`src/logic/cfm_pkg.sv`:
```
/*
 * Shared constants and types for the clock fail monitor: register map,
 * field positions, reset values, oscillator mode codes, state and carrier types.
 * Assumes a single aclk domain and 32-bit AXI4-Lite register access.
 */
package cfm_pkg;

    // register byte offsets
    localparam int          CFM_AW          = 8;
    localparam logic [7:0]  CFM_OFF_CTL     = 8'h00;
    localparam logic [7:0]  CFM_OFF_STAT    = 8'h04;
    localparam logic [7:0]  CFM_OFF_IE2     = 8'h08;
    localparam logic [7:0]  CFM_OFF_IF2     = 8'h0C;

    // control register fields and reset values
    localparam int          CFM_IRCF_LSB    = 3;
    localparam int          CFM_SCS_LSB     = 0;
    localparam logic [3:0]  CFM_IRCF_RST    = 4'h7;
    localparam logic [1:0]  CFM_SCS_RST     = 2'h0;
    localparam logic [1:0]  CFM_SCS_SEC     = 2'h1;

    // status register bit positions
    localparam int          CFM_ST_SECONDARY_OSC_READY    = 7;
    localparam int          CFM_ST_STARTUP_TIMER_DONE     = 5;
    localparam int          CFM_ST_HFR      = 4;
    localparam int          CFM_ST_LFR      = 1;
    localparam int          CFM_ST_HFS      = 0;

    // fail flag and its enable share one bit position
    localparam int          CFM_OSF_BIT     = 7;

    // counts: start-up timer pulses and monitor window in time-base cycles
    localparam int          CFM_OST_COUNT   = 1024;
    localparam int          CFM_FAIL_WINDOW = 32;

    // AXI responses
    localparam logic [1:0]  CFM_RESP_OKAY   = 2'h0;
    localparam logic [1:0]  CFM_RESP_SLVERR = 2'h2;

    // configuration-word oscillator mode codes
    localparam logic [2:0]  CFM_FOSC_LP     = 3'h0;
    localparam logic [2:0]  CFM_FOSC_XT     = 3'h1;
    localparam logic [2:0]  CFM_FOSC_HS     = 3'h2;
    localparam logic [2:0]  CFM_FOSC_EXT_RESISTOR_CAP  = 3'h3;
    localparam logic [2:0]  CFM_FOSC_INTERNAL_OSC_BLOCK = 3'h4;
    localparam logic [2:0]  CFM_FOSC_ECL    = 3'h5;
    localparam logic [2:0]  CFM_FOSC_ECM    = 3'h6;
    localparam logic [2:0]  CFM_FOSC_ECH    = 3'h7;

    typedef enum logic [2:0] {
        CFM_ST_BOOT,
        CFM_ST_STARTUP,
        CFM_ST_EXT,
        CFM_ST_SEC,
        CFM_ST_INT,
        CFM_ST_FAILSAFE,
        CFM_ST_SLEEP
    } cfm_state_t;

    typedef enum logic [1:0] {
        CFM_SRC_INT,
        CFM_SRC_PRIM,
        CFM_SRC_SEC
    } cfm_src_t;

    // configuration-word straps
    typedef struct packed {
        logic [2:0] fosc;
        logic       fail_monitor_enable;
        logic       two_speed_enable;
    } cfm_cfg_t;

    // sampled oscillator levels and ready indications
    typedef struct packed {
        logic prim_clk;
        logic sec_clk;
        logic lf_clk;
        logic secondary_osc_ready;
        logic hf_int_ready;
        logic lf_int_ready;
        logic hf_int_stable;
    } cfm_osc_in_t;

endpackage

```
`src/logic/cfm_clock_fail_monitor.sv`:
```
/*
 * Clock fail monitor and system clock source selection with an AXI4-Lite
 * register slave (control, status, interrupt enable, interrupt flag).
 * Assumes oscillator levels, straps and sleep/wake strobes are synchronous
 * to aclk, and that aclk runs far faster than any monitored oscillator.
 */
// How it works
// RULE1: falling edges of monitored clock timed by slow oscillator; failure in 32-96 ticks; this code detects in 32-64 ticks
// RULE2: on failure run from internal oscillator at chosen frequency; set fail flag
// RULE3: interrupt request only while fail flag and its enable are both set
// RULE4: after failure stay on internal source until fail-safe state clears
// RULE5: fail-safe state clears on reset, sleep, or clock select change
// RULE6: select change restarts start-up timer; clears only after switch to external
// RULE7: a failure still present after recovery sets the fail flag again
// RULE8: software should clear the fail flag before switching back
// RULE9: crystal recovery: select internal, clear flag, write 00, timer then switch
// RULE10: external clock mode: writing 00 switches at once without start-up timer
// RULE11: secondary recovery: wait for ready, write 01; switch at once, clear
// RULE12: select 1x internal, 01 secondary, 00 configured oscillator mode
// RULE13: crystal modes monitor only after start-up timer expires; runs after reset/wake
// RULE14: external clock modes skip start-up timer; monitor right after reset/wake
// RULE15: monitor inactive during oscillator start-up after reset or sleep
// RULE16: monitor enable also enables two-speed start-up on internal oscillator
// RULE17: monitor enabled by config bit; covers crystal, external, RC, secondary
// RULE18: four-bit frequency select picks internal oscillator frequency, 1111 fastest
// RULE19: start-up done bit set once 1024 clocks counted and crystal running
// RULE20: start-up timer runs after wake from sleep and after every reset
// RULE21: secondary oscillator runs only while its enable bit is set
// RULE22: failure when no edge within a time-base window, then rearm
`timescale 1ns/100ps
module cfm_clock_fail_monitor #(
    parameter int OST_COUNT   = cfm_pkg::CFM_OST_COUNT,
    parameter int FAIL_WINDOW = cfm_pkg::CFM_FAIL_WINDOW
) (
    input  wire logic                          aclk,
    input  wire logic                          aresetn,
    input  wire logic                          s_axi_awvalid,
    output logic                               s_axi_awready,
    input  wire logic [cfm_pkg::CFM_AW-1:0]    s_axi_awaddr,
    input  wire logic [2:0]                    s_axi_awprot,
    input  wire logic                          s_axi_wvalid,
    output logic                               s_axi_wready,
    input  wire logic [31:0]                   s_axi_wdata,
    input  wire logic [3:0]                    s_axi_wstrb,
    output logic                               s_axi_bvalid,
    input  wire logic                          s_axi_bready,
    output logic [1:0]                         s_axi_bresp,
    input  wire logic                          s_axi_arvalid,
    output logic                               s_axi_arready,
    input  wire logic [cfm_pkg::CFM_AW-1:0]    s_axi_araddr,
    input  wire logic [2:0]                    s_axi_arprot,
    output logic                               s_axi_rvalid,
    input  wire logic                          s_axi_rready,
    output logic [31:0]                        s_axi_rdata,
    output logic [1:0]                         s_axi_rresp,
    input  wire cfm_pkg::cfm_cfg_t             cfg,
    input  wire cfm_pkg::cfm_osc_in_t          osc_in,
    input  wire logic                          sleep_req,
    input  wire logic                          wake_req,
    input  wire logic                          secondary_osc_enable,
    output cfm_pkg::cfm_src_t                  cpu_clk_src,
    output logic                               cpu_hold,
    output logic [3:0]                         int_osc_freq_select,
    output logic                               fail_safe_active,
    output logic                               osc_fail_irq,
    output logic                               secondary_osc_run,
    output logic                               startup_timer_done
);

    localparam int OW = $clog2(OST_COUNT + 1);
    localparam int WW = $clog2(FAIL_WINDOW);

    cfm_pkg::cfm_state_t state_r;
    cfm_pkg::cfm_state_t sel_state;
    cfm_pkg::cfm_src_t   src_nxt;
    logic [3:0]          int_freq_r;
    logic [1:0]          sys_clk_select_r;
    logic                osc_fail_flag_r;
    logic                osc_fail_irq_enable_r;
    logic                failsafe_r;
    logic [OW-1:0]       ost_cnt_r;
    logic [WW-1:0]       wnd_cnt_r;
    logic                edge_seen_r;
    logic                prim_q_r;
    logic                sec_q_r;
    logic                lf_q_r;
    logic                prim_fall;
    logic                mon_fall;
    logic                lf_fall;
    logic                mon_active;
    logic                fail_det;
    logic                ost_done;
    logic                aw_held_r;
    logic                w_held_r;
    logic [7:0]          aw_addr_r;
    logic [7:0]          w_byte_r;
    logic                w_lane_r;
    logic                wr_go;
    logic                wr_hit;
    logic                scs_chg;
    logic [1:0]          scs_new;
    logic [7:0]          ctl_val;
    logic [7:0]          stat_val;
    logic [7:0]          rd_val;
    logic                rd_hit;

    // source chosen by a clock select value and the configured mode
    function automatic cfm_pkg::cfm_state_t pick_state(input logic [1:0] scs,
                                                       input logic [2:0] fosc);
        cfm_pkg::cfm_state_t st;
        st = cfm_pkg::CFM_ST_EXT;
        if (scs[1]) begin
            st = cfm_pkg::CFM_ST_INT;                              // RULE12
        end else if (scs == cfm_pkg::CFM_SCS_SEC) begin
            st = cfm_pkg::CFM_ST_SEC;                              // RULE11
        end else if (fosc == cfm_pkg::CFM_FOSC_LP || fosc == cfm_pkg::CFM_FOSC_XT ||
                     fosc == cfm_pkg::CFM_FOSC_HS) begin
            st = cfm_pkg::CFM_ST_STARTUP;                          // RULE9
        end else if (fosc == cfm_pkg::CFM_FOSC_INTERNAL_OSC_BLOCK) begin
            st = cfm_pkg::CFM_ST_INT;
        end
        return st;                                                 // RULE10
    endfunction

    // edge detection on the sampled oscillator levels
    assign prim_fall = prim_q_r & ~osc_in.prim_clk;
    assign lf_fall   = lf_q_r & ~osc_in.lf_clk;
    assign mon_fall  = (state_r == cfm_pkg::CFM_ST_SEC) ? (sec_q_r & ~osc_in.sec_clk)
                                                         : prim_fall;
    assign ost_done  = (ost_cnt_r == OW'(OST_COUNT));

    // only a running external or secondary source is watched
    assign mon_active = cfg.fail_monitor_enable &&                 // RULE17
                        (state_r == cfm_pkg::CFM_ST_EXT ||
                         state_r == cfm_pkg::CFM_ST_SEC);          // RULE15

    // a whole window of time-base ticks with no edge is a failure
    assign fail_det = mon_active && lf_fall && !edge_seen_r && !mon_fall &&
                      (wnd_cnt_r == WW'(FAIL_WINDOW - 1));         // RULE22

    // write decode: both address and data held
    assign wr_go   = aw_held_r && w_held_r && !s_axi_bvalid;
    assign wr_hit  = (aw_addr_r == cfm_pkg::CFM_OFF_CTL) || (aw_addr_r == cfm_pkg::CFM_OFF_STAT) ||
                     (aw_addr_r == cfm_pkg::CFM_OFF_IE2) || (aw_addr_r == cfm_pkg::CFM_OFF_IF2);
    assign scs_new = w_byte_r[cfm_pkg::CFM_SCS_LSB +: 2];
    assign scs_chg = wr_go && w_lane_r && (aw_addr_r == cfm_pkg::CFM_OFF_CTL) &&
                     (scs_new != sys_clk_select_r);                // RULE6
    assign sel_state = pick_state(scs_chg ? scs_new : sys_clk_select_r, cfg.fosc);

    // register images
    always_comb begin
        ctl_val = 8'h00;
        ctl_val[cfm_pkg::CFM_IRCF_LSB +: 4] = int_freq_r;
        ctl_val[cfm_pkg::CFM_SCS_LSB +: 2]  = sys_clk_select_r;
        stat_val = 8'h00;
        stat_val[cfm_pkg::CFM_ST_SECONDARY_OSC_READY] = secondary_osc_enable ? osc_in.secondary_osc_ready
                                                               : 1'b1;
        stat_val[cfm_pkg::CFM_ST_STARTUP_TIMER_DONE]  = (state_r == cfm_pkg::CFM_ST_EXT); // RULE19
        stat_val[cfm_pkg::CFM_ST_HFR]   = osc_in.hf_int_ready;
        stat_val[cfm_pkg::CFM_ST_LFR]   = osc_in.lf_int_ready;
        stat_val[cfm_pkg::CFM_ST_HFS]   = osc_in.hf_int_stable;
    end

    // read decode
    always_comb begin
        rd_val = 8'h00;
        rd_hit = 1'b1;
        if (s_axi_araddr == cfm_pkg::CFM_OFF_CTL) begin
            rd_val = ctl_val;
        end else if (s_axi_araddr == cfm_pkg::CFM_OFF_STAT) begin
            rd_val = stat_val;
        end else if (s_axi_araddr == cfm_pkg::CFM_OFF_IE2) begin
            rd_val[cfm_pkg::CFM_OSF_BIT] = osc_fail_irq_enable_r;
        end else if (s_axi_araddr == cfm_pkg::CFM_OFF_IF2) begin
            rd_val[cfm_pkg::CFM_OSF_BIT] = osc_fail_flag_r;
        end else begin
            rd_hit = 1'b0;
        end
    end

    // write address and data channels, taken in either order
    always_ff @(posedge aclk) begin
        if (!aresetn) begin
            aw_held_r     <= 1'b0;
            w_held_r      <= 1'b0;
            aw_addr_r     <= 8'h00;
            w_byte_r      <= 8'h00;
            w_lane_r      <= 1'b0;
            s_axi_awready <= 1'b0;
            s_axi_wready  <= 1'b0;
            s_axi_bvalid  <= 1'b0;
            s_axi_bresp   <= cfm_pkg::CFM_RESP_OKAY;
        end else begin
            s_axi_awready <= !aw_held_r && !(s_axi_awvalid && s_axi_awready) && !wr_go;
            s_axi_wready  <= !w_held_r && !(s_axi_wvalid && s_axi_wready) && !wr_go;
            if (s_axi_awvalid && s_axi_awready) begin
                aw_held_r <= 1'b1;
                aw_addr_r <= s_axi_awaddr;
            end
            if (s_axi_wvalid && s_axi_wready) begin
                w_held_r <= 1'b1;
                w_byte_r <= s_axi_wdata[7:0];
                w_lane_r <= s_axi_wstrb[0];
            end
            if (wr_go) begin
                aw_held_r    <= 1'b0;
                w_held_r     <= 1'b0;
                s_axi_bvalid <= 1'b1;
                s_axi_bresp  <= wr_hit ? cfm_pkg::CFM_RESP_OKAY : cfm_pkg::CFM_RESP_SLVERR;
            end else if (s_axi_bvalid && s_axi_bready) begin
                s_axi_bvalid <= 1'b0;
            end
        end
    end

    // read channel: one cycle from address to data
    always_ff @(posedge aclk) begin
        if (!aresetn) begin
            s_axi_arready <= 1'b0;
            s_axi_rvalid  <= 1'b0;
            s_axi_rdata   <= 32'h0000_0000;
            s_axi_rresp   <= cfm_pkg::CFM_RESP_OKAY;
        end else begin
            s_axi_arready <= !s_axi_rvalid && !(s_axi_arvalid && s_axi_arready);
            if (s_axi_arvalid && s_axi_arready) begin
                s_axi_rvalid <= 1'b1;
                s_axi_rdata  <= {24'h00_0000, rd_val};
                s_axi_rresp  <= rd_hit ? cfm_pkg::CFM_RESP_OKAY : cfm_pkg::CFM_RESP_SLVERR;
            end else if (s_axi_rvalid && s_axi_rready) begin
                s_axi_rvalid <= 1'b0;
            end
        end
    end

    // control register; status is live and read-only
    always_ff @(posedge aclk) begin
        if (!aresetn) begin
            int_freq_r       <= cfm_pkg::CFM_IRCF_RST;
            sys_clk_select_r <= cfm_pkg::CFM_SCS_RST;
        end else if (wr_go && w_lane_r && aw_addr_r == cfm_pkg::CFM_OFF_CTL) begin
            int_freq_r       <= w_byte_r[cfm_pkg::CFM_IRCF_LSB +: 4];    // RULE18
            sys_clk_select_r <= scs_new;
        end
    end

    // interrupt enable and fail flag; a hardware set beats a software clear
    always_ff @(posedge aclk) begin
        if (!aresetn) begin
            osc_fail_irq_enable_r <= 1'b0;
            osc_fail_flag_r       <= 1'b0;
        end else begin
            if (wr_go && w_lane_r && aw_addr_r == cfm_pkg::CFM_OFF_IE2) begin
                osc_fail_irq_enable_r <= w_byte_r[cfm_pkg::CFM_OSF_BIT];
            end
            if (fail_det) begin
                osc_fail_flag_r <= 1'b1;                           // RULE7
            end else if (wr_go && w_lane_r && aw_addr_r == cfm_pkg::CFM_OFF_IF2) begin
                osc_fail_flag_r <= w_byte_r[cfm_pkg::CFM_OSF_BIT]; // RULE8
            end
        end
    end

    // previous samples for edge detection
    always_ff @(posedge aclk) begin
        if (!aresetn) begin
            prim_q_r <= 1'b0;
            sec_q_r  <= 1'b0;
            lf_q_r   <= 1'b0;
        end else begin
            prim_q_r <= osc_in.prim_clk;
            sec_q_r  <= osc_in.sec_clk;
            lf_q_r   <= osc_in.lf_clk;
        end
    end

    // monitor window: latency lies between one and two windows
    always_ff @(posedge aclk) begin
        if (!aresetn || !mon_active) begin
            wnd_cnt_r   <= '0;
            edge_seen_r <= 1'b0;
        end else if (lf_fall) begin
            wnd_cnt_r <= (wnd_cnt_r == WW'(FAIL_WINDOW - 1)) ? '0 : wnd_cnt_r + 1'b1; // RULE1
            if (wnd_cnt_r == WW'(FAIL_WINDOW - 1)) begin
                edge_seen_r <= 1'b0;                               // RULE22
            end else if (mon_fall) begin
                edge_seen_r <= 1'b1;
            end
        end else if (mon_fall) begin
            edge_seen_r <= 1'b1;
        end
    end

    // start-up timer counts primary falling edges, restarted on every entry
    always_ff @(posedge aclk) begin
        if (!aresetn || state_r != cfm_pkg::CFM_ST_STARTUP || scs_chg || sleep_req) begin
            ost_cnt_r <= '0;                                       // RULE20
        end else if (prim_fall && !ost_done) begin
            ost_cnt_r <= ost_cnt_r + 1'b1;
        end
    end

    // source sequencing; sleep first, then a select change, then events
    always_ff @(posedge aclk) begin
        if (!aresetn) begin
            state_r <= cfm_pkg::CFM_ST_BOOT;
        end else if (sleep_req && state_r != cfm_pkg::CFM_ST_SLEEP) begin
            state_r <= cfm_pkg::CFM_ST_SLEEP;                      // RULE5
        end else if (scs_chg && state_r != cfm_pkg::CFM_ST_SLEEP) begin
            state_r <= sel_state;                                  // RULE6
        end else begin
            case (state_r)
                cfm_pkg::CFM_ST_BOOT: begin
                    state_r <= sel_state;                          // RULE13
                end
                cfm_pkg::CFM_ST_STARTUP: begin
                    if (ost_done) begin
                        state_r <= cfm_pkg::CFM_ST_EXT;
                    end
                end
                cfm_pkg::CFM_ST_EXT, cfm_pkg::CFM_ST_SEC: begin
                    if (fail_det) begin
                        state_r <= cfm_pkg::CFM_ST_FAILSAFE;       // RULE2
                    end
                end
                cfm_pkg::CFM_ST_SLEEP: begin
                    if (wake_req) begin
                        state_r <= sel_state;                      // RULE14
                    end
                end
                default: begin
                    state_r <= state_r;                            // RULE4
                end
            endcase
        end
    end

    // fail-safe condition; drops on sleep or once an external source really runs
    always_ff @(posedge aclk) begin
        if (!aresetn) begin
            failsafe_r <= 1'b0;
        end else if (fail_det) begin
            failsafe_r <= 1'b1;
        end else if (sleep_req || state_r == cfm_pkg::CFM_ST_EXT ||
                     state_r == cfm_pkg::CFM_ST_SEC) begin
            failsafe_r <= 1'b0;                                    // RULE5
        end
    end

    // clock source follows the state; anything else runs internal
    always_comb begin
        src_nxt = cfm_pkg::CFM_SRC_INT;
        if (state_r == cfm_pkg::CFM_ST_EXT) begin
            src_nxt = cfm_pkg::CFM_SRC_PRIM;
        end else if (state_r == cfm_pkg::CFM_ST_SEC) begin
            src_nxt = cfm_pkg::CFM_SRC_SEC;
        end
    end

    // registered outputs; one cycle behind the state
    always_ff @(posedge aclk) begin
        if (!aresetn) begin
            cpu_clk_src         <= cfm_pkg::CFM_SRC_INT;
            cpu_hold            <= 1'b1;
            int_osc_freq_select <= cfm_pkg::CFM_IRCF_RST;
            fail_safe_active    <= 1'b0;
            osc_fail_irq        <= 1'b0;
            secondary_osc_run   <= 1'b0;
            startup_timer_done  <= 1'b0;
        end else begin
            cpu_clk_src         <= src_nxt;                        // RULE2
            // without two-speed the core waits for the crystal in reset
            cpu_hold            <= (state_r == cfm_pkg::CFM_ST_BOOT) ||
                                   (state_r == cfm_pkg::CFM_ST_STARTUP &&
                                    !cfg.fail_monitor_enable &&
                                    !cfg.two_speed_enable);        // RULE16
            int_osc_freq_select <= int_freq_r;                     // RULE18
            fail_safe_active    <= failsafe_r && (src_nxt == cfm_pkg::CFM_SRC_INT); // RULE4
            osc_fail_irq        <= osc_fail_flag_r && osc_fail_irq_enable_r; // RULE3
            secondary_osc_run   <= secondary_osc_enable;          // RULE21
            startup_timer_done  <= (state_r == cfm_pkg::CFM_ST_EXT); // RULE19
        end
    end

endmodule

```
`config.mk`:
```
export PLATFORM = sky130hd
export DESIGN_NAME = cfm_clock_fail_monitor
export DESIGN_NICKNAME = d
export VERILOG_FILES = /design/src/logic/cfm_pkg.sv /design/src/logic/cfm_clock_fail_monitor.sv
export SDC_FILE = /design/constraint.sdc
export NUM_CORES = 1
export LEC_CHECK = 0
export ABC_CLOCK_PERIOD_IN_PS = 3000
export BUFFER_PORTS_ARGS = -buffer_cell sky130_fd_sc_hd__buf_2
export CAP_MARGIN = 5
export CORE_ASPECT_RATIO = 0.8
export CORE_MARGIN = 4
export CORE_UTILIZATION = 48
export DETAILED_ROUTE_END_ITERATION = 8
export GPL_TIMING_DRIVEN = 0
export PLACE_DENSITY = 0.84
export SYNTH_ARGS = -nofsm -noshare
export SYNTH_HDL_FRONTEND = slang
export SYNTH_SLANG_ARGS = --single-unit
```
`constraint.sdc`:
```
create_clock -name aclk -period 3 [get_ports aclk]
set_input_delay 0.45 -clock aclk [delete_from_list [all_inputs] [get_ports aclk]]
set_output_delay 0.45 -clock aclk [all_outputs]
set_load 0.01 [all_outputs]
```
==> impl_summary.md, run 1 <==
Worst setup path
At the worst endpoint, the required time is around 3.2 ns. The worst stage delay on the critical path is approximately 0.51 ns. The endpoint type of the worst setup path is a flip-flop. Among all stages on the critical path, the largest delay is contributed by sky130_fd_sc_hd__or4_4.

The largest fanout on the critical path is 9. The signal on the critical path passes through or4_1, buf_2, or4_4, buf_6, mux2_4, a2111oi_4, a2111oi_1. Data on the critical path arrives at its endpoint at 2.67 ns. The worst setup path is launched from a flip-flop.

The path type of the worst setup path is reg2reg.

Final layout
The library cells used most frequently in the layout, excluding fill and tap cells, are sky130_fd_sc_hd__dfxtp_1 (74), sky130_fd_sc_hd__buf_2 (70), sky130_fd_sc_hd__nand2_1 (50). The leading cell type in the layout, fill and taps excluded is sky130_fd_sc_hd__dfxtp_1. In the final layout, the share of cells above drive strength 1 is between 20 and 25%. After routing the design area is 4070 µm².

The number of inserted filler cells in the final layout is between 500 and 600. The number of nets in the layout is ~580. Relative to the synthesized area, the layout overhead comes to 22.4%. Summing all flip-flop and latch instances after layout gives around 1500 µm². The final antenna diode count is 0.

The post-route core utilization is about three fifths. The combined area of the multi-input logic cells is around 1600 µm². After the flow finishes, the layout carries non-filler instances totaling just under 600.

Floorplan
The effective utilization at floorplan is 50.6%. around 130 I/O pins were placed. The total number of placement rows is 26. The die covers 8340 µm².

The core outline area is 6570 µm². The die boundary height is around 82 µm. The horizontal extent of the die is around 100 µm.

Run
Across the run, the number of max-cap violations was 0.

Timing
Setup violations remaining at the end of the flow were counted as 0. After layout, the worst path uses around 80% of the clock period. The transition time of the tightest slew-check pin is ~0.65 ns. The final-report hold violation count came to 0. Setup repair after global routing left no endpoint under its margin.

The worst pin sits at a relative slew slack of between 50% and 60%. The setup skew after layout is 0.00744 ns. Based on the critical path, the design can be clocked at up to around 400 MHz. In the final timing run, aggregate negative setup slack is 0 ns. The final worst setup slack is between 0.5 and 0.6 ns. The smallest clock period supported by the final layout is computed as roughly 2.5 ns.

The number of slew-limit violations in the final report is 0.

Synthesis
A synthesized cell averages roughly 8.6 µm². The netlist area before placement is 3330 µm². The number of flip-flops and latches in the synthesized netlist is 74. The cell count after synthesis is slightly below 400.

The most used flip-flop cell after synthesis is sky130_fd_sc_hd__dfxtp_1. The number of warnings reported in the yosys synthesis log is 0. The count of cell types in the netlist is 55.

In the post-synthesis netlist, the biggest area contributors are sky130_fd_sc_hd__dfxtp_1 (45%), sky130_fd_sc_hd__buf_4 (6.3%), sky130_fd_sc_hd__nand2_1 (5.6%), sky130_fd_sc_hd__nor2_1 (5.0%), sky130_fd_sc_hd__a21oi_1 (4.4%). The count of flip-flops with a built-in enable after synthesis is 0. Of all flip-flops after synthesis, the portion carrying an async set or reset was 0%. The sequential fraction of the synthesis area is 44.5%. Of all cell types, the one taking the most synthesized area is sky130_fd_sc_hd__dfxtp_1. The top cell type by area accounts for ~45% of the synthesized area.

Place
Summing all placed instances gives a cell area of 3870 µm². Summed over all nets, the half-perimeter wirelength after detailed placement is 5770 µm. The global placer's final weighted congestion is around 0.87. The count of port buffers added during placement is just under 70. Including well taps, the total number of placed cells is around 570.

The post-placement setup slack is roughly 0.54 ns.

Hold path
The worst hold path belongs to the class in2reg.

Power
The proportion of power drawn by combinational gates is a little over an eighth. The switching power of the nets is between 0.5 and 0.6 mW. In this run, flip-flops and latches consume about half of the power.

IR analysis of the VDD net gives a maximum drop of between 0.2 and 0.3 mV. The share of total power dissipated in the clock network is around 37%. The areal power density over the cells is 509 nW/µm².

Of the total power, the share spent switching nets is between 20 and 30%. Internal power comes to around 1.5 mW. The static leakage is roughly 1.9 nW.

Detailed routing
The sum of routed wire length over all layers is between 7000 and 8000 µm. Across all layers, the routed design uses slightly below 3000 vias. Dividing the detail-routed wire length by the instance count gives between 10 and 15 µm.

The average via count per standard cell is 4.97. In the routed design, unresolved DRC markers number 0. The number of iterations in the first detailed-routing pass is 4. In this run, the number of DRC markers left after iteration 0 of detailed routing was 96. The remaining number of nets flagged by the antenna check after routing is 0.

GRT
The first global-routing pass estimated 12000 µm of wire. The via count of the first global-routing pass is about 2700. Global routing used about 19% of the available tracks across all layers. The number of antenna violations at the first check in global routing is 0. Summed over all layers, the global routing overflow is 0.

Entering global routing, the biggest net connects 13 pins.

Clock network
The later-pin clock latency in the skew report is between 0.3 and 0.4 ns. The H-tree was split into 3 levels. Counting along the longest clock path gives a buffer depth of 2. The tree is rooted in a sky130_fd_sc_hd__clkbuf_8. The number of setup buffers added after CTS is 0.

The clock-pin slew of the registers on the worst-case setup and hold paths is approximately 0.07 ns. The number of hold buffers added after cts is 0. The post-cts gate resize count is 0. TritonCTS created 9 clock buffers.

The sink count of the clock tree is between 70 and 80. The CTS tree is yes.

Run status
The run finished with clean final reports.
-- flip-flops by register name, indices dropped and copies added, names as in the netlist, 2 cells and up --
register / cells
cpu_clk_src: 2
state_r: 3
ost_cnt_r: 11
w_byte_r: 7
aw_addr_r: 8
int_freq_r: 4
wnd_cnt_r: 5
sys_clk_select_r: 2
int_osc_freq_select: 4
s_axi_rdata: 7
-- layout make-up --
class / count / share of cell area, %
Multi-Input combinational cell: 287 / 40.1
Timing Repair Buffer: 69 / 8.48
Clock inverter: 4 / 1.26
Buffer: 43 / 6.76
Tap cell: 84 / 2.58
Inverter: 9 / 0.830
Clock buffer: 12 / 3.56
Sequential cell: 74 / 36.4
-- cell usage after synthesis, drive strengths merged, types with 2 or more instances --
cell type	n
dfxtp	74
nand2	50
nor2	44
buf	30
a21oi	29
clkbuf	13
mux2i	12
nor3	12
nand2b	11
and3	9
inv	9
and2	8
o21ai	7
xor2	7
nand3	5
nand4	5
nor4	5
xnor2	5
ha	4
nor2b	4
a22oi	3
a31oi	3
nand3b	3
o211ai	3
or4	3
a2111oi	2
mux2	2
nor3b	2
or2	2
-- through the flow --
step / total power [mW] / hold slack (ns)
global route: 2.16 / 0.312
global placement: 1.31 / 0.435
floorplan: 1.24 / 0.425
CTS: 2.08 / 0.303
detailed placement: 1.32 / 0.439
finish: 2.07 / 0.317
-- power groups by stage --
stage / registers, mW / logic (mW) / clock network, mW
after floorplan: 1.06 / 0.183 / 0
after global placement: 1.05 / 0.260 / 0
after detailed placement: 1.06 / 0.266 / 0
after CTS: 1.03 / 0.267 / 0.780
after global routing: 1.04 / 0.300 / 0.822
final: 1.03 / 0.272 / 0.765
-- critical path, delay by kind of cell (launching register included) --
kind / cells / cell delay, ns
and+or+nand+nor: 2 / 1.01
AOI/OAI and AO/OA: 2 / 0.36
buffers and inverters: 2 / 0.33
muxes: 1 / 0.32
DFF: 1 / 0.31
-- final timing paths --
check	slack, ns	from	endpoint	depth (start not counted)
worst min-delay path	0.32	osc_in[5]	sec_q_r	2
worst min register to register	0.45	s_axi_rvalid	s_axi_arready	1
worst max-delay path	0.53	aw_addr_r[7]	state_r[2]	7
worst max register to register	0.53	aw_addr_r[7]	state_r[2]	7
-- per-layer routing --
metal,global-route usage [%],vias up,share of wire [%]
li1,-,1487,-
met1,24.3,1308,46
met2,29.4,83,46
met3,5.63,12,7.0
met4,6.24,0,1.2
met5,0,-,0
-- cell families (layout without fill, tap and decap cells) --
group           after synthesis  in the layout  synth area share, %
fa+ha+maj                     4              4                 1.50
mux                          14             14                 4.40
buf+inv                      52            137                 9.29
compound gates               63             63                 12.6
xor+xnor                     12             12                 3.16
other cells                   1             27                0.113
flops                        74             74                 44.5
simple gates                167            167                 24.4
Power figures use the tool's default switching activity.
==> run 2, diff against run 1 <==
--- a/config.mk
+++ b/config.mk
@@ -5,15 +5,15 @@
 export SDC_FILE = /design/constraint.sdc
 export NUM_CORES = 1
 export LEC_CHECK = 0
-export ABC_CLOCK_PERIOD_IN_PS = 3000
+export ABC_CLOCK_PERIOD_IN_PS = 2100
 export BUFFER_PORTS_ARGS = -buffer_cell sky130_fd_sc_hd__buf_2
 export CAP_MARGIN = 5
 export CORE_ASPECT_RATIO = 0.8
 export CORE_MARGIN = 4
-export CORE_UTILIZATION = 48
+export CORE_UTILIZATION = 44
 export DETAILED_ROUTE_END_ITERATION = 8
 export GPL_TIMING_DRIVEN = 0
-export PLACE_DENSITY = 0.84
+export PLACE_DENSITY = 0.81
 export SYNTH_ARGS = -nofsm -noshare
 export SYNTH_HDL_FRONTEND = slang
 export SYNTH_SLANG_ARGS = --single-unit
==> constraint.sdc (replaced) <==
create_clock -name aclk -period 2.1 [get_ports aclk]
set_input_delay 0.315 -clock aclk [delete_from_list [all_inputs] [get_ports aclk]]
set_output_delay 0.315 -clock aclk [all_outputs]
set_load 0.01 [all_outputs]
==> impl_summary.md, run 2 (same netlist as run 1, synthesis figures left out) <==
Run status
The flow ran to the end, but the final reports show violations. The checks that failed: setup timing.

Final layout
The number of nets in the layout came to 585 (+1.4%). The fraction of final layout cells with drive strength greater than 1 is 27.9% (+3.8 points). In the final layout, the registers with the most flip-flops are ost_cnt_r x11, aw_addr_r x8. The final antenna diode count was 0 (unchanged). The register name with the most flops is ost_cnt_r. Leaving out fill and tap cells, the most frequent cells in the layout are sky130_fd_sc_hd__dfxtp_1 (69), sky130_fd_sc_hd__buf_2 (69), sky130_fd_sc_hd__nand2_1 (50). The count of non-filler cells in the finished layout is 611 (+5.0%). The flip-flop count of the largest register after layout is 11 (unchanged). Relative to the synthesized area, the layout overhead comes to 26.4%.

The post-route core utilization is 56.9% (-5.1 points).

Timing
The upper clock frequency limit is 450 MHz (+11%). Setup repair after global routing could not meet its margin everywhere. The minimum hold slack came to 0.179 ns (-0.138 ns). The final-report hold violation count is 0 (unchanged). The final critical-path share of the clock period is 106% (+23 points).

The setup skew after layout was 0.00714 ns (-0.000301 ns). The final worst setup slack was -0.123 ns (-0.651 ns). The final-report setup violation count is 3 (+3). The max-slew headroom at the worst pin came to 61.2% (+4.5 points). The number of slew-limit violations in the final report is 0 (unchanged).

The clock period minus final worst setup slack was 2.22 ns (-0.249 ns). The transition time of the tightest slew-check pin is 0.582 ns (-0.0674 ns).

Worst setup path
The data arrival time of the critical path is 2.45 ns (-0.22 ns). The count of buffer and inverter cells on the critical path came to 0 (-2). STA classifies the critical path startpoint as a flip-flop.

The slowest stage of the critical path is the sky130_fd_sc_hd__or4_1 cell. The critical path data required time was 2.32 ns (-0.88 ns). STA classifies the critical path endpoint as a flip-flop.

The kind of cell with the highest combined delay along the critical path is compound AO/OA/AOI/OAI gates. The worst stage delay on the critical path came to 0.52 ns (about the same). The largest fanout on the critical path is 4 (-5). Traced cell by cell, the critical path runs through or4_1, a2111o_1, a22o_1, a2111oi_4, a2111oi_1. The path type of the worst setup path is reg2reg.

Floorplan
The I/O pin count was 132 (unchanged). The core outline area was 7390 µm² (+12%). The total number of placement rows was 28 (+7.7%). The die boundary height is 85.8 µm (+4.0%).

The effective utilization at floorplan is 45.0% (-5.6 points). The die area is 9030 µm² (+8.3%). The horizontal extent of the die is 105 µm (+4.1%).

Clock network
The cell at the root of the clock tree is sky130_fd_sc_hd__clkbuf_8. The number of H-tree levels is 3 (unchanged). The maximum count of clock buffers along a single path is 2 (unchanged).

The number of buffers created by CTS came to 9 (unchanged). The later-pin clock latency in the skew report is 0.36 ns (about the same). The clock-pin slew of the registers on the worst-case setup and hold paths was 0.08 ns (about the same). TritonCTS built the clock tree. The sink count of the clock tree was 74 (unchanged).

The number of hold buffers added after cts is 0 (unchanged).

GRT
In this run the most used layer during global routing was met2. The number of antenna violations at the first check in global routing came to 0 (unchanged). The met3 usage in global routing is 6.47% (+0.85 points).

The fraction of met2 tracks used by global routing is 29.4% (-0.040 points). The first-pass GRT wire length is 13200 µm (+9.4%). The overall global routing resource usage is 18.1% (-0.52 points). The total global routing overflow is 0 (unchanged). The via count of the first global-routing pass is 2889 (+8.3%). The met1 routing resource usage after global routing came to 22.8% (-1.5 points).

The pin count of the biggest net entering global routing is 15 (+2).

Detailed routing
The wire length per cell after detailed routing was 13.1 µm (+1.9%). The number of iterations in the first detailed-routing pass came to 5 (+1). The detailed router's first-iteration violation count is 121 (+26%). The remaining number of nets flagged by the antenna check after routing is 0 (unchanged). The count of vias placed by the detailed router is 2944 (+1.9%). The DRC violations left is 0 (unchanged). The sum of routed wire length over all layers is 8020 µm (+7.0%). The average via count per standard cell came to 4.82 (-3.0%).

Place
The count of port buffers added during placement came to 69 (unchanged). The post-placement setup slack is -0.214 ns (-0.758 ns). The cell count after placement is 587 (+3.7%). The placed wire-length estimate after detailed placement is 5860 µm (+1.5%).

The global placer's final weighted congestion was 0.894 (+3.3%).

Hold path
The kind of path behind the tightest hold check is in2reg.

Power
The static leakage is 1.89 nW (+1.8%). The areal power density over the cells was 718 nW/µm² (+41%). The worst-case vdd ir drop came to 0.462 mV (+60%). The total power draw was 3.02 mW (+46%).

Run
The reported max-cap violation count came to 0 (unchanged).
run 2: cell types whose count changed in the layout (fill, tap and decap cells not counted), moves of 2 or more:
cell / before / now
sky130_fd_sc_hd__dfxtp_1: 74 / 69
sky130_fd_sc_hd__dfxtp_2: 0 / 5
sky130_fd_sc_hd__buf_4: 28 / 37
sky130_fd_sc_hd__clkbuf_1: 15 / 12
sky130_fd_sc_hd__inv_6: 0 / 2
run 2: worst paths after layout:
check / startpoint / end / slack, ns / cells after the start
max: aw_addr_r[5] / state_r[2] / -0.12 / 5
min: s_axi_awaddr[5] / aw_addr_r[5] / 0.18 / 3
max reg2reg: aw_addr_r[5] / state_r[2] / -0.12 / 5
min reg2reg: w_byte_r[4] / w_byte_r[4] / 0.46 / 2
run 2: final cells by class:
type                    instances  area [µm²]
fillers                       677        3190
well taps                     105         131
clock inverters                 7        76.3
plain buffers                  41         267
repair buffers                 79         424
flip-flops and latches         74        1490
clock buffers                   9         124
multi-input cells             287        1660
inverters                       9        33.8
run 2: timing repair:
item                                   in CTS  in global routing
setup endpoints to repair                  13                 14
pin swaps                                   5                  4
setup buffers                               6                  4
endpoints found under the hold margin       0                  0
gates resized for setup                     7                 10
cloned                                      0                  0
run 2: report_power, final:
group / switching, mW / internal (mW)
clock: 0.584 / 0.556
combinational: 0.227 / 0.178
sequential: 0.0273 / 1.45
total: 0.838 / 2.18
run 2: layer usage:
layer | vias up | share of wire [%]
li1 | 1509 | -
met1 | 1341 | 45
met2 | 83 | 47
met3 | 11 | 6.7
met4 | 0 | 1.3
met5 | - | 0
run 2: worst min-delay path, stage by stage:
cell                      delay, ns
sky130_fd_sc_hd__buf_2         0.09
sky130_fd_sc_hd__nand2_1       0.05
sky130_fd_sc_hd__a21oi_1       0.05
run 2: metrics by stage:
stage | setup TNS, ns | instance area (µm²)
after floorplan | -0.116 | 3430
after global placement | -0.514 | 3910
after detailed placement | -0.687 | 3910
after CTS | -0.303 | 4160
after global routing | -0.592 | 4210
final | -0.253 | 4210
==> run 3, diff against run 2 <==
--- a/config.mk
+++ b/config.mk
@@ -14,6 +14,7 @@
 export DETAILED_ROUTE_END_ITERATION = 8
 export GPL_TIMING_DRIVEN = 0
 export PLACE_DENSITY = 0.81
+export SKIP_LAST_GASP = 1
 export SYNTH_ARGS = -nofsm -noshare
 export SYNTH_HDL_FRONTEND = slang
 export SYNTH_SLANG_ARGS = --single-unit
==> impl_summary.md, run 3 (same netlist as run 1, synthesis figures left out) <==
Final layout
The largest registers in the layout are ost_cnt_r x11, aw_addr_r x8. The final antenna diode count is 0 (unchanged). Leaving out fill and tap cells, the most frequent cells in the layout are sky130_fd_sc_hd__dfxtp_1 (70), sky130_fd_sc_hd__buf_2 (69), sky130_fd_sc_hd__nand2_1 (50). The sequential cell area is 1490 µm² (about the same). The post-route core utilization was 56.9% (about the same). The count of non-filler cells in the finished layout was 611 (unchanged). Counting flops per register, the top entry is ost_cnt_r.

The fraction of final layout cells with drive strength greater than 1 is 27.7% (-0.20 points). The flip-flop count of the largest register after layout came to 11 (unchanged). The area growth from synthesis to layout is 26.4% (about the same). The number of nets in the layout is 585 (unchanged). The leading cell type in the layout, fill and taps excluded is sky130_fd_sc_hd__dfxtp_1.

The combined area of the multi-input logic cells came to 1660 µm² (unchanged). The number of inserted filler cells in the final layout came to 679 (+0.30%). The finished layout cell area was 4210 µm² (about the same).

Detailed routing
The count of vias placed by the detailed router was 2959 (+0.51%). The sum of routed wire length over all layers is 7990 µm (-0.35%). The detailed router's first-iteration violation count is 115 (-5.0%). The number of iterations in the first detailed-routing pass came to 4 (-1). The DRC violations left is 0 (unchanged).

The average via count per standard cell is 4.84 (+0.51%). The remaining number of nets flagged by the antenna check after routing is 0 (unchanged). The wire length per cell after detailed routing is 13.1 µm (-0.35%).

Run status
The checks that failed: setup timing. The flow ran to the end, but the final reports show violations.

Run
The reported max-cap violation count is 0 (unchanged).

Timing
The clock period minus final worst setup slack is 2.22 ns (-0.000296 ns). The transition time of the tightest slew-check pin is 0.571 ns (-0.0106 ns). The final worst setup slack was -0.122 ns (+0.000296 ns). The upper clock frequency limit is 450 MHz (about the same).

The final-report hold violation count is 0 (unchanged). The final critical-path share of the clock period is 106% (about the same). The final-report setup violation count is 3 (unchanged). The setup skew after layout was 0.00712 ns (-0.0000221 ns).

Setup repair after global routing could not meet its margin everywhere. The number of slew-limit violations in the final report was 0 (unchanged). The max-slew headroom at the worst pin is 61.9% (+0.70 points).

Hold path
The worst hold endpoint is sec_q_r. The source of the worst hold timing path is osc_in[5]. The min-delay analysis places its worst path in the category in2reg. The hold path depth is 2 (-1).

Power
The worst-case vdd ir drop is 0.463 mV (+0.18%). The total power draw is 3.02 mW (about the same). The static leakage came to 1.89 nW (about the same). The areal power density over the cells is 719 nW/µm² (about the same).

GRT
The pin count of the biggest net entering global routing is 15 (unchanged). The first-pass GRT wire length is 13200 µm (unchanged). The total global routing overflow is 0 (unchanged). The number of antenna violations at the first check in global routing is 0 (unchanged). The overall global routing resource usage is 18.1% (unchanged). The via count of the first global-routing pass came to 2889 (unchanged).

Worst setup path
The critical path goes through or4_1, a2111o_1, a22o_1, a2111oi_4, a2111oi_1. The type of element launching the critical path is a flip-flop. The endpoint type of the worst setup path is a flip-flop.

In this run the worst setup path begins at aw_addr_r[5]. The worst stage delay on the critical path is 0.52 ns (about the same). The endpoint of the lowest-slack register-to-register path is state_r[2].

The path type of the worst setup path is reg2reg. The beginning of the worst register-to-register path is aw_addr_r[5]. The count of buffer and inverter cells on the critical path is 0 (unchanged). The cell class contributing the biggest share of worst-path delay is compound AO/OA/AOI/OAI gates.

The critical path data required time is 2.32 ns (about the same). The number of cell instances on the worst register-to-register path is 5 (unchanged). The setup slack on the worst flop-to-flop path is -0.12 ns (about the same).

The largest fanout on the critical path is 4 (unchanged). The data arrival time of the critical path is 2.44 ns (about the same). The standard cell with the maximum stage delay on the critical path is sky130_fd_sc_hd__or4_1.

Place
The placed wire-length estimate after detailed placement was 5860 µm (unchanged). The count of port buffers added during placement came to 69 (unchanged). The post-placement setup slack came to -0.214 ns (unchanged). The cell count after placement is 587 (unchanged).

The cell area after placement is 3910 µm² (unchanged). The global placer's final weighted congestion is 0.894 (unchanged).

Floorplan
The die boundary height was 85.8 µm (unchanged). The core outline area is 7390 µm² (unchanged). The I/O pin count is 132 (unchanged). The die area is 9030 µm² (unchanged).

The effective utilization at floorplan was 45.0% (unchanged). The horizontal extent of the die is 105 µm (unchanged). The total number of placement rows is 28 (unchanged).

Clock network
The clock-pin slew of the registers on the worst-case setup and hold paths is 0.08 ns (about the same). The cell at the root of the clock tree is sky130_fd_sc_hd__clkbuf_8. The number of hold buffers added after cts came to 0 (unchanged).

The number of H-tree levels is 3 (unchanged). The CTS tree is yes. The number of buffers created by CTS is 9 (unchanged). The later-pin clock latency in the skew report was 0.36 ns (about the same).

The sink count of the clock tree came to 74 (unchanged). The maximum count of clock buffers along a single path is 2 (unchanged).
==> run 3: worst max-delay path by stage <==
stage | to | slack, ns | cells past startpoint
after floorplan | state_r[2] | -0.09 | 7
after global placement | state_r[2] | -0.20 | 7
after detailed placement | state_r[2] | -0.21 | 7
after CTS | state_r[2] | -0.15 | 5
after global routing | state_r[2] | -0.18 | 5
final | state_r[2] | -0.12 | 5
==> run 3: metal layers <==
| metal | global-route usage [%] | vias to the layer above | wire (µm) |
|---|---|---|---|
| met4 | 5.01 | 0 | 116 |
| met2 | 29.4 | 79 | 3760 |
| met5 | 0 | - | 0 |
| li1 | - | 1509 | - |
| met1 | 22.8 | 1360 | 3660 |
| met3 | 6.47 | 11 | 453 |
==> run 3: metrics by stage <==
step	hold slack (ns)	TNS (ns)
after detailed placement	0.449	-0.687
after CTS	0.171	-0.303
after floorplan	0.425	-0.116
after global routing	0.173	-0.587
after global placement	0.439	-0.514
final	0.180	-0.247
==> run 3: layout make-up <==
type,count,area share (%)
buffer,41,6.34
clock inverter,7,1.81
tap,105,3.12
sequential,74,35.3
multi-input combinational,287,39.5
clock buffer,9,2.95
inverter,9,0.803
timing repair buffer,79,10.1
==> run 3: where the power goes <==
group          internal, mW  switching (mW)  total (mW)
clock                 0.556           0.586        1.14
sequential             1.45          0.0273        1.48
combinational         0.178           0.227       0.405
==> run 3: worst register-to-register path: stages, from the launching register on <==
cell,delay [ns]
sky130_fd_sc_hd__dfxtp_2,0.33
sky130_fd_sc_hd__or4_1,0.52
sky130_fd_sc_hd__a2111o_1,0.47
sky130_fd_sc_hd__a22o_1,0.32
sky130_fd_sc_hd__a2111oi_4,0.35
sky130_fd_sc_hd__a2111oi_1,0.09
==> run 3: repair_timing <==
item                       CTS  global route
setup endpoints to repair   13            14
resized for setup            7             9
pin swaps                    5             4
buffers inserted             6             4
cloned                       0             0
